===== src/pkg/ufc_pkg.sv =====
// constants, register map and trigger decode for the uart fifo control block
package ufc_pkg;
   localparam int UFC_DATA_W = 8;
   localparam int UFC_DEPTH = 16;
   localparam int UFC_ADDR_W = 3;
   localparam int UFC_CNT_W = 5;

   // register offsets
   localparam logic [2:0] UFC_OFS_DATA = 3'h0;
   localparam logic [2:0] UFC_OFS_CTRL = 3'h1;
   localparam logic [2:0] UFC_OFS_RX_LEVEL = 3'h2;
   localparam logic [2:0] UFC_OFS_TX_LEVEL = 3'h3;

   // fifo_control field positions
   localparam int UFC_CTRL_EN = 0;
   localparam int UFC_CTRL_RX_FLUSH = 1;
   localparam int UFC_CTRL_TX_FLUSH = 2;
   localparam int UFC_CTRL_MODE = 3;
   localparam int UFC_CTRL_TRIG_LO = 6;
   localparam int UFC_CTRL_TRIG_HI = 7;

   // values after reset
   localparam logic [7:0] UFC_CTRL_RESET = 8'h00;
   localparam logic UFC_TX_READY_N_RESET = 1'b0;
   localparam logic UFC_RX_READY_N_RESET = 1'b1;

   // receive trigger levels in characters
   localparam logic [4:0] UFC_TRIG_1 = 5'h01;
   localparam logic [4:0] UFC_TRIG_4 = 5'h04;
   localparam logic [4:0] UFC_TRIG_8 = 5'h08;
   localparam logic [4:0] UFC_TRIG_14 = 5'h0e;

   // block-mode receive ready state
   typedef enum logic [1:0] {
      UFC_RX_IDLE = 2'b01,
      UFC_RX_ARMED = 2'b10
   } ufc_rx_state_t;

   function automatic logic [4:0] ufc_trig_level(input logic [1:0] sel);
      logic [4:0] lvl;
      lvl = UFC_TRIG_1;
      unique case (sel)
         2'h0: lvl = UFC_TRIG_1;
         2'h1: lvl = UFC_TRIG_4;
         2'h2: lvl = UFC_TRIG_8;
         2'h3: lvl = UFC_TRIG_14;
      endcase
      return lvl;
   endfunction
endpackage


===== src/pkg/ufc_fifo_if.sv =====
// interface between a fifo store and the logic that fills and drains it
`timescale 1ns/1ps
interface ufc_fifo_if #(parameter int W = 8, parameter int D = 16) ();
   localparam int CW = $clog2(D + 1);
   logic push;
   logic [W-1:0] push_data;
   logic pop;
   logic flush;
   logic one_deep;
   logic [W-1:0] head;
   logic [CW-1:0] count;
   logic full;
   logic empty;

   modport store (input push, push_data, pop, flush, one_deep,
                  output head, count, full, empty);
   modport user (output push, push_data, pop, flush, one_deep,
                 input head, count, full, empty);
   modport mon (input count, full, empty, one_deep);
endinterface


===== src/verilog/ufc_top.sv =====
// fifo control, register port and dma ready pins for one uart channel
//
// Contract
// - receive interrupt at trigger, keep filling
// - trigger select gives 1, 4, 8, 14
// - control bits five and four read zero
// - bit three picks ready mode
// - mode 0 tx ready low when empty
// - mode 0 rx ready low while data held
// - mode 1 tx ready high only when full
// - mode 1 rx ready low trigger/timeout until empty
// - bit two flushes tx fifo, self clears
// - bit one flushes rx fifo, self clears
// - bit zero enables both fifos
// - other bits written only with bit zero
// - all control fields zero after reset
// - interrupt withdrawn below trigger level (with fifos off it is raised for any held character)
//
// Added by the designer: the address map and the strobed register port.
`timescale 1ns/1ps
module ufc_top #(
   parameter int DEPTH = ufc_pkg::UFC_DEPTH
) (
   // clock and reset
   input wire logic sys_clk,
   input wire logic rst,
   // register port
   input wire logic [2:0] reg_addr,
   input wire logic [7:0] reg_wdata,
   input wire logic reg_wr,
   input wire logic reg_rd,
   output logic [7:0] reg_rdata,
   // transmit shifter side
   output logic [7:0] tx_char,
   output logic tx_char_valid,
   input wire logic tx_char_take,
   // receive shifter side
   input wire logic [7:0] rx_char,
   input wire logic rx_char_valid,
   input wire logic rx_timeout,
   output logic rx_overrun,
   // receive interrupt
   input wire logic rx_int_enable,
   output logic rx_data_int,
   // dma ready pins
   output logic tx_ready_n,
   output logic rx_ready_n
);
   localparam int CW = $clog2(DEPTH + 1);

   typedef struct packed {
      logic [1:0] trig;
      logic mode;
      logic en;
      logic tx_flush;
      logic rx_flush;
      logic [7:0] rdata;
      ufc_pkg::ufc_rx_state_t rx_st;
      logic tx_rdy_n;
      logic rx_rdy_n;
      logic overrun;
   } ufc_top_st_t;

   ufc_top_st_t st_reg;
   ufc_top_st_t st_next;
   logic ctrl_wr;
   logic data_wr;
   logic data_rd;
   logic at_trigger;
   logic block_mode;
   logic [7:0] ctrl_view;

   ufc_fifo_if #(.W(8), .D(DEPTH)) txf ();
   ufc_fifo_if #(.W(8), .D(DEPTH)) rxf ();

   ufc_fifo #(.W(8), .D(DEPTH)) u_tx_fifo (
      .sys_clk(sys_clk),
      .rst(rst),
      .f(txf)
   );
   ufc_fifo #(.W(8), .D(DEPTH)) u_rx_fifo (
      .sys_clk(sys_clk),
      .rst(rst),
      .f(rxf)
   );

   ufc_rx_trigger u_rx_trigger (
      .sys_clk(sys_clk),
      .rst(rst),
      .fifo_en(st_reg.en),
      .rx_trigger_select(st_reg.trig),
      .rx_int_enable(rx_int_enable),
      .rxf(rxf),
      .at_trigger(at_trigger),
      .rx_data_int(rx_data_int)
   );

   assign ctrl_wr = reg_wr && (reg_addr == ufc_pkg::UFC_OFS_CTRL);
   assign data_wr = reg_wr && (reg_addr == ufc_pkg::UFC_OFS_DATA);
   assign data_rd = reg_rd && (reg_addr == ufc_pkg::UFC_OFS_DATA);
   assign block_mode = st_reg.mode && st_reg.en;

   // host writes fill the transmit side
   assign txf.push = data_wr;
   assign txf.push_data = reg_wdata;
   assign txf.pop = tx_char_take;
   assign txf.flush = st_reg.tx_flush;
   // disabled fifos act as holding registers
   assign txf.one_deep = !st_reg.en;

   assign rxf.push = rx_char_valid;
   assign rxf.push_data = rx_char;
   assign rxf.pop = data_rd;
   assign rxf.flush = st_reg.rx_flush;
   assign rxf.one_deep = !st_reg.en;

   // tx head leaves straight from the storage flops
   assign tx_char = txf.head;
   assign tx_char_valid = !txf.empty;
   assign reg_rdata = st_reg.rdata;
   assign tx_ready_n = st_reg.tx_rdy_n;
   assign rx_ready_n = st_reg.rx_rdy_n;
   assign rx_overrun = st_reg.overrun;

   // unused bits and flush bits read zero
   always_comb begin
      ctrl_view = 8'h00;
      ctrl_view[ufc_pkg::UFC_CTRL_TRIG_HI:ufc_pkg::UFC_CTRL_TRIG_LO] =
         st_reg.trig;
      ctrl_view[ufc_pkg::UFC_CTRL_MODE] = st_reg.mode;
      ctrl_view[ufc_pkg::UFC_CTRL_EN] = st_reg.en;
   end

   always_comb begin
      st_next = st_reg;
      st_next.tx_flush = 1'b0;
      st_next.rx_flush = 1'b0;
      st_next.overrun = rx_char_valid && rxf.full;

      // control write
      if (ctrl_wr) begin
         st_next.en = reg_wdata[ufc_pkg::UFC_CTRL_EN];
         // other fields only with enable set
         if (reg_wdata[ufc_pkg::UFC_CTRL_EN]) begin
            st_next.trig =
               reg_wdata[ufc_pkg::UFC_CTRL_TRIG_HI:ufc_pkg::UFC_CTRL_TRIG_LO];
            st_next.mode = reg_wdata[ufc_pkg::UFC_CTRL_MODE];
            st_next.tx_flush = reg_wdata[ufc_pkg::UFC_CTRL_TX_FLUSH];
            st_next.rx_flush = reg_wdata[ufc_pkg::UFC_CTRL_RX_FLUSH];
         end
      end

      // read data, valid only in the cycle after the strobe
      st_next.rdata = 8'h00;
      if (reg_rd) begin
         unique case (reg_addr)
            ufc_pkg::UFC_OFS_DATA: begin
               st_next.rdata = rxf.empty ? 8'h00 : rxf.head;
            end
            ufc_pkg::UFC_OFS_CTRL: begin
               st_next.rdata = ctrl_view;
            end
            ufc_pkg::UFC_OFS_RX_LEVEL: begin
               st_next.rdata = 8'(rxf.count);
            end
            ufc_pkg::UFC_OFS_TX_LEVEL: begin
               st_next.rdata = 8'(txf.count);
            end
            default: begin
               st_next.rdata = 8'h00;
            end
         endcase
      end

      // transmit ready pin
      if (block_mode) begin
         // high only with every location taken
         st_next.tx_rdy_n = txf.full;
      end else begin
         // low while nothing waits to go
         st_next.tx_rdy_n = !txf.empty;
      end

      // block-mode receive ready tracker
      unique case (st_reg.rx_st)
         ufc_pkg::UFC_RX_IDLE: begin
            if (at_trigger || rx_timeout) begin
               st_next.rx_st = ufc_pkg::UFC_RX_ARMED;
            end
         end
         ufc_pkg::UFC_RX_ARMED: begin
            if (rxf.empty && !rx_timeout) begin
               st_next.rx_st = ufc_pkg::UFC_RX_IDLE;
            end
         end
         default: begin
            st_next.rx_st = ufc_pkg::UFC_RX_IDLE;
         end
      endcase

      if (block_mode) begin
         st_next.rx_rdy_n = (st_next.rx_st == ufc_pkg::UFC_RX_IDLE);
      end else begin
         // low while a character is held
         st_next.rx_rdy_n = rxf.empty;
      end
   end

   always_ff @(posedge sys_clk or posedge rst) begin
      if (rst) begin
         st_reg.trig <= ufc_pkg::UFC_CTRL_RESET[7:6];
         st_reg.mode <= ufc_pkg::UFC_CTRL_RESET[3];
         st_reg.en <= ufc_pkg::UFC_CTRL_RESET[0];
         st_reg.tx_flush <= ufc_pkg::UFC_CTRL_RESET[2];
         st_reg.rx_flush <= ufc_pkg::UFC_CTRL_RESET[1];
         st_reg.rdata <= 8'h00;
         st_reg.rx_st <= ufc_pkg::UFC_RX_IDLE;
         st_reg.tx_rdy_n <= ufc_pkg::UFC_TX_READY_N_RESET;
         st_reg.rx_rdy_n <= ufc_pkg::UFC_RX_READY_N_RESET;
         st_reg.overrun <= 1'b0;
      end else begin
         st_reg <= st_next;
      end
   end
endmodule


===== src/verilog/ufc_fifo.sv =====
// flip-flop fifo store with flush and a one-deep holding-register mode
`timescale 1ns/1ps
module ufc_fifo #(
   parameter int W = 8,
   parameter int D = 16
) (
   // clock and reset
   input wire logic sys_clk,
   input wire logic rst,
   // fifo access
   ufc_fifo_if.store f
);
   // pointers wrap naturally, so D must be a power of two
   localparam int AW = $clog2(D);
   localparam int CW = $clog2(D + 1);

   typedef struct packed {
      logic [D-1:0][W-1:0] mem;
      logic [AW-1:0] wp;
      logic [AW-1:0] rp;
      logic [CW-1:0] cnt;
   } ufc_fifo_st_t;

   ufc_fifo_st_t st_reg;
   ufc_fifo_st_t st_next;
   logic do_push;
   logic do_pop;

   assign f.empty = (st_reg.cnt == '0);
   // holding-register mode takes a single character only
   assign f.full = f.one_deep ? !f.empty : (st_reg.cnt == CW'(D));
   assign f.count = st_reg.cnt;
   assign f.head = st_reg.mem[st_reg.rp];
   assign do_push = f.push && !f.full;
   assign do_pop = f.pop && !f.empty;

   always_comb begin
      st_next = st_reg;
      if (f.flush) begin
         // contents dropped, pointers and count back to zero
         st_next.wp = '0;
         st_next.rp = '0;
         st_next.cnt = '0;
      end else begin
         if (do_push) begin
            st_next.mem[st_reg.wp] = f.push_data;
            st_next.wp = st_reg.wp + AW'(1);
         end
         if (do_pop) begin
            st_next.rp = st_reg.rp + AW'(1);
         end
         if (do_push && !do_pop) begin
            st_next.cnt = st_reg.cnt + CW'(1);
         end else if (do_pop && !do_push) begin
            st_next.cnt = st_reg.cnt - CW'(1);
         end
      end
   end

   always_ff @(posedge sys_clk or posedge rst) begin
      if (rst) begin
         st_reg <= '0;
      end else begin
         st_reg <= st_next;
      end
   end
endmodule


===== src/verilog/ufc_rx_trigger.sv =====
// receive trigger compare and receive-data interrupt condition
`timescale 1ns/1ps
module ufc_rx_trigger (
   // clock and reset
   input wire logic sys_clk,
   input wire logic rst,
   // settings
   input wire logic fifo_en,
   input wire logic [1:0] rx_trigger_select,
   input wire logic rx_int_enable,
   // receive fifo state
   ufc_fifo_if.mon rxf,
   // results
   output logic at_trigger,
   output logic rx_data_int
);
   typedef struct packed {
      logic irq;
   } ufc_trig_st_t;

   ufc_trig_st_t st_reg;
   ufc_trig_st_t st_next;
   logic [4:0] level;

   assign level = ufc_pkg::ufc_trig_level(rx_trigger_select);
   assign at_trigger = (rxf.count >= level);
   assign rx_data_int = st_reg.irq;

   always_comb begin
      st_next = st_reg;
      if (fifo_en) begin
         st_next.irq = rx_int_enable && at_trigger;
      end else begin
         st_next.irq = rx_int_enable && !rxf.empty;
      end
   end

   always_ff @(posedge sys_clk or posedge rst) begin
      if (rst) begin
         st_reg <= '0;
      end else begin
         st_reg <= st_next;
      end
   end
endmodule


===== config.mk =====
export PLATFORM = sky130hd
export DESIGN_NAME = ufc_top
export DESIGN_NICKNAME = d
export VERILOG_FILES = /design/src/pkg/ufc_pkg.sv /design/src/pkg/ufc_fifo_if.sv /design/src/verilog/ufc_top.sv /design/src/verilog/ufc_fifo.sv /design/src/verilog/ufc_rx_trigger.sv
export SDC_FILE = /design/constraint.sdc
export NUM_CORES = 1
export LEC_CHECK = 0
export CORE_ASPECT_RATIO = 1.2
export CORE_MARGIN = 2
export CORE_UTILIZATION = 60
export CTS_BUF_LIST = sky130_fd_sc_hd__clkbuf_4 sky130_fd_sc_hd__clkbuf_8
export DETAILED_ROUTE_END_ITERATION = 10
export DONT_BUFFER_PORTS = 1
export GPL_TIMING_DRIVEN = 0
export PLACE_DENSITY = 0.76
export SKIP_CTS_REPAIR_TIMING = 1
export SYNTH_ARGS = -nofsm -noshare
export SYNTH_HDL_FRONTEND = slang
export SYNTH_SLANG_ARGS = --single-unit

===== constraint.sdc =====
create_clock -name sys_clk -period 16 [get_ports sys_clk]
set_input_delay 3.2 -clock sys_clk [delete_from_list [all_inputs] [get_ports sys_clk]]
set_output_delay 3.2 -clock sys_clk [all_outputs]
set_load 0.02 [all_outputs]

# Yosys cells after proc, flatten, opt, wreduce, memory -nomap -nowiden
# Cells that the tools add are included.
[op_classes]
n_addsub = 8
multipliers = 0
div = 0
n_lt_le_gt_ge = 7
eq_ne = 11
shifts = 0
muxes = 34
n_bitwise = 2
reduce_logical = 41
[op_table]
columns = ["cell", "n"]
rows = [
  ["128-bit bitwise mux", 2],
  ["8-bit binary-select mux with 4-bit select", 2],
  ["8-bit demux with 4-bit select", 2],
  ["8-bit two-way mux", 6],
  ["8-bit one-hot mux with 4 select lines", 1],
  ["13-bit two-way mux", 2],
  ["4-bit by 5-bit < comparator with 1-bit output (second input constant)", 4],
  ["5-bit two-way mux", 4],
  ["5-bit one-hot mux with 4 select lines", 1],
  ["1-bit logical AND", 18],
  ["4-bit by 1-bit adder with 4-bit output (second input constant)", 4],
  ["4-bit two-way mux", 4],
  ["5-bit by 1-bit adder with 5-bit output (second input constant)", 2],
  ["5-bit equality test (second input constant)", 2],
  ["5-bit logical NOT", 2],
  ["5-bit by 1-bit subtractor with 5-bit output (second input constant)", 2],
  ["1-bit logical NOT", 9],
  ["4-bit by 1-bit >= comparator with 1-bit output (second input constant)", 2],
  ["2-bit two-way mux", 4],
  ["2-bit nonzero test", 4],
  ["2-bit by 1-bit equality test with 1-bit output (second input constant)", 3],
  ["2-bit equality test (second input constant)", 3],
  ["3-bit by 2-bit equality test with 1-bit output (second input constant)", 2],
  ["2-bit AND reduction", 3],
  ["9 further kinds", 15],
]
[word_totals]
ff_bits = 302
latchBits = 0
mem_bits_rw = 0
mem_bits_ro = 0
in_bits = 27
output_inout_bits = 21
elab_cells = 152
n_memories = 0

# Logic depth before layout (Yosys ltp)
[depth]
depth_word = 10
mapped_depth = 11
depth_no_buf = 10

# Modules after synthesis
# Synthesis repeated with hierarchy kept, for this count alone.
[hier_totals]
cells_unflattened = 1094
hier_area_um2 = 14751.6
[by_module_without_submodules]
columns = ["module", "n_inst", "cells_per_inst", "area_each_um2", "seq_area_each_um2"]
rows = [
  ["ufc_fifo (u_rx_fifo)", 1, 495, 6845.3, 3528.4],
  ["ufc_fifo (u_tx_fifo)", 1, 489, 6761.5, 3528.4],
  ["ufc_top", 1, 91, 997.2, 478.0],
  ["ufc_rx_trigger", 1, 19, 147.6, 25.0],
]

# Least setup slack after synthesis
# Ideal clock, no wire load.
[synth_timing]
path_type = "register to output"
from = "reg u_tx_fifo.st_reg[5] in the netlist's numbering"
to = "out tx_char[0]"
t_arrival_ps = 2292
required_time_ps = 12800
path_slack_ps = 10508
stages_incl_launch_ff = 5
path_buffers = 2
cell_sequence = "dfrtp_1 -> clkbuf_1 -> buf_1 -> mux4_2 -> mux4_2"
[synth_via]
elab_chain_len = 2
[synth_lines]
columns = ["element", "line_no", "source"]
rows = [
  ["start, declared", "ufc_fifo.sv:24", "ufc_fifo_st_t st_reg;"],
  ["start signal, assigned", "ufc_fifo.sv:64", "st_reg <= st_next;"],
  ["8-bit binary-select mux with 4-bit select", "ufc_fifo.sv:33", "assign f.head = st_reg.mem[st_reg.rp];"],
  ["8-bit two-way mux (not written as such)", "ufc_fifo.sv:33", ""],
  ["end, declared", "ufc_top.sv:34", "output logic [7:0] tx_char,"],
]
# No other way between the ends. The select of a mux whose other input is x is not followed.

# Final worst setup path
[layout_timing]
from = "reg u_tx_fifo.st_reg[6] in the netlist's numbering"
to = "out tx_char[3]"
# Same word-level chain as after synthesis.

==> out/qor.txt <==
status: complete, no violations
Max Cap Viol: 0
post-route ant nets: 0
Fillers: 1827
placed cell count: 1306
PnR worst setup slack: 9.10 ns
# setup viols final: 0
I/O pin count: 48
RSZ-0062 raised after global routing: false
drt total wl: 31.4 mm
R2R depth: 10
Max Fclk: 145 MHz
clk_skew: 0.0226 ns
Int Pwr: 0.00175 W
# port buffers: 0
EDFF count, synth: 0
synthesized area: 14600 um2
Via density: 6.15
starting density of the core: 60.9%
GR Util met3: 4.46%
nets@finish: 1087
Mapped Nets: 1035
sw frac: 32.4%
Post-Syn Instances: 984
GRT Residual Overflow: 0
list of most frequent post-synthesis cells: dfrtp_1 (300), mux2_2 (262), mux4_2 (72), clkbuf_1 (31), nor2_1 (26)
clk_lat worst skew: 0.57 ns
GPL Wtd Cong: 0.813
die height: 175 um
Residual DRC: 0
PD cells: 162 nW/um2
count leader, synth: dfrtp_1
DR WL/cell: 22.6 um
Post-synth ARST share: 100%
Critical Path AT: 3.70 ns
CTS tree: yes
Clock power frac: 25.0%
via count: 8513
# clock sinks: 302
Final period util: 43.1%
P&R area growth vs syn: 9.57%
slew margin rel.: 25.5%
proportion of power drawn by combinational gates: 33.0%
largest net degree at the start of global routing: 118
root buf cell: clkbuf_8
Die X: 146 um
register area share after synthesis: 51.9%
Post-Layout Cell Count: 1385
dominant cells by area after synthesis: dfrtp_1 (52%), mux2_2 (20%), mux4_2 (11%)
number of CTS-inserted buffers: 48
Flop pwr share: 42.0%
Clk pin slew, worst setup/hold paths: 0.06 ns
worst hold slack: 0.499 ns
layout cells sized above 1: 43.7%
ys flop type: dfrtp_1
initial antenna violation count: 0
Hold Crit Start: u_tx_fifo.st_reg[71]$_DFFE_PP0P_
Inserted Diodes: 0
Req. time, crit path: 12.80 ns
Crit Path Class: reg -> out
YS warnings: 0
Iter 0 DRT Violations: 399
Final HPWL DP: 21.5 mm
Initial DRT Pass Iterations: 4
r2r endpoint: u_rx_fifo.f.count[4]$_DFFE_PP0P_
synthesized area per cell: 14.8 um2
Crit Path Max Fanout: 10
switching power: 0.000840 W
TNS Setup: 0 ns
first-pass GRT wire length: 50.9 mm
hold path depth: 1
Hold Path End: u_tx_fifo.st_reg[71]$_DFFE_PP0P_
die footprint: 25500 um2
worst slew pin tran: 1.12 ns
startpoint types: flip-flop
htree depth: 2
Yosys top cell by area: dfrtp_1
final-report hold violation count: 0
Static Leakage: 7.49 nW
met2 Use GR: 45.4%
worst vdd ir: 0.000101 V
register bit total from synthesis: 302
worst min-delay path class: reg -> reg
worst r2r src: u_rx_fifo.f.count[1]$_DFFE_PP0P_
GR Layer Usage met1: 32.0%
Post-Place Worst Slack: 9.66 ns
Top Usage Layer GRT: met2
Max Slew Vio Count: 0
Tmin final: 6.90 ns
clk buf depth: 3
R2R Setup Slk: 12.24 ns
vias in the first global route: 9240
critical path capture point type: primary output
count of cell types in the netlist: 63
Core ar.: 23900 um2
GRT Total Usage: 25.7%
Synth top area share: 51.6%
Cell Rows: 62
==> final cells by class <==
type | instances | area (um2) | share of cell area, %
multi-input combinational | 592 | 6530 | 40.9
clock inverter | 3 | 27.5 | 0.173
tap | 320 | 400 | 2.51
timing repair buffer | 2 | 55.1 | 0.345
inverter | 24 | 97.6 | 0.612
buffer | 66 | 379 | 2.38
sequential | 302 | 7560 | 47.4
clock buffer | 76 | 902 | 5.66
==> worst max-delay path by stage <==
stage	start	end	cells after the start
6_report	u_tx_fifo.st_reg[6]$_DFFE_PP0P_	tx_char[3]	5
5_1_grt	u_tx_fifo.st_reg[6]$_DFFE_PP0P_	tx_char[3]	5
4_1_cts	u_tx_fifo.st_reg[6]$_DFFE_PP0P_	tx_char[3]	5
3_5_place_dp	u_tx_fifo.st_reg[6]$_DFFE_PP0P_	tx_char[3]	5
3_3_place_gp	rst	u_rx_fifo.st_reg[118]$_DFFE_PP0P_	1
2_1_floorplan	rst	ctrl_view[0]$_DFFE_PP0P_	1
==> through the flow <==
step | area [um2] | util, % | total power [W]
after floorplan | 14600 | - | 0.00173
after global placement | 15000 | 62.6 | 0.00192
after detailed placement | 15000 | 62.9 | 0.00195
after CTS | 15900 | 66.7 | 0.00261
after global routing | 15900 | 66.7 | 0.00273
final | 15900 | 66.7 | 0.00259
==> power by group through the flow <==
stage / sequential (W) / clock, W / combinational (W)
final: 0.00109 / 0.000648 / 0.000853
after global routing: 0.00111 / 0.000699 / 0.000922
after CTS: 0.00108 / 0.000663 / 0.000861
after detailed placement: 0.00110 / 0 / 0.000857
after global placement: 0.00109 / 0 / 0.000833
after floorplan: 0.00106 / 0 / 0.000675
==> cells in the final DEF, fill, tap and decap left out, drive strengths merged, types with 4 or more instances in the layout <==
cell / n
nand4: 13
nand3: 32
clkbuf: 109
o21a: 4
nor3: 5
a211oi: 4
inv: 26
nor2: 27
dfrtp: 300
o22ai: 7
nand4b: 9
mux4: 72
xnor2: 8
buf: 26
a21oi: 13
nor3b: 4
dlygate4sd3: 8
mux2i: 5
ha: 22
mux2: 263
o21ai: 12
and3: 7
a22oi: 9
nand2: 25
nor2b: 13
xor2: 6
==> critical path, cell delays in order (launching register included) <==
cell,delay (ns)
dfrtp_1,0.34
clkbuf_1,0.51
clkbuf_1,0.60
buf_1,0.64
mux4_2,0.46
mux4_2,0.57
==> cells by family (layout without fill, tap and decap cells) <==
kind of cell / Yosys count / count (layout) / share of synthesized area, %
AOI/OAI and AO/OA: 69 / 69 / 3.17
xor gates and xnor gates: 14 / 14 / 0.842
adders and majority gates: 24 / 24 / 2.17
buffers and inverters: 90 / 171 / 3.22
DFF: 302 / 302 / 51.9
muxes: 340 / 340 / 31.9
and+or+nand+nor: 145 / 145 / 6.80
==> routing by layer <==
layer	wire length (um)	vias to the layer above
met5	0	-
met4	1020	0
met3	1170	73
met2	16400	175
met1	12800	4500
li1	-	3765
Power figures use the tool's default switching activity.
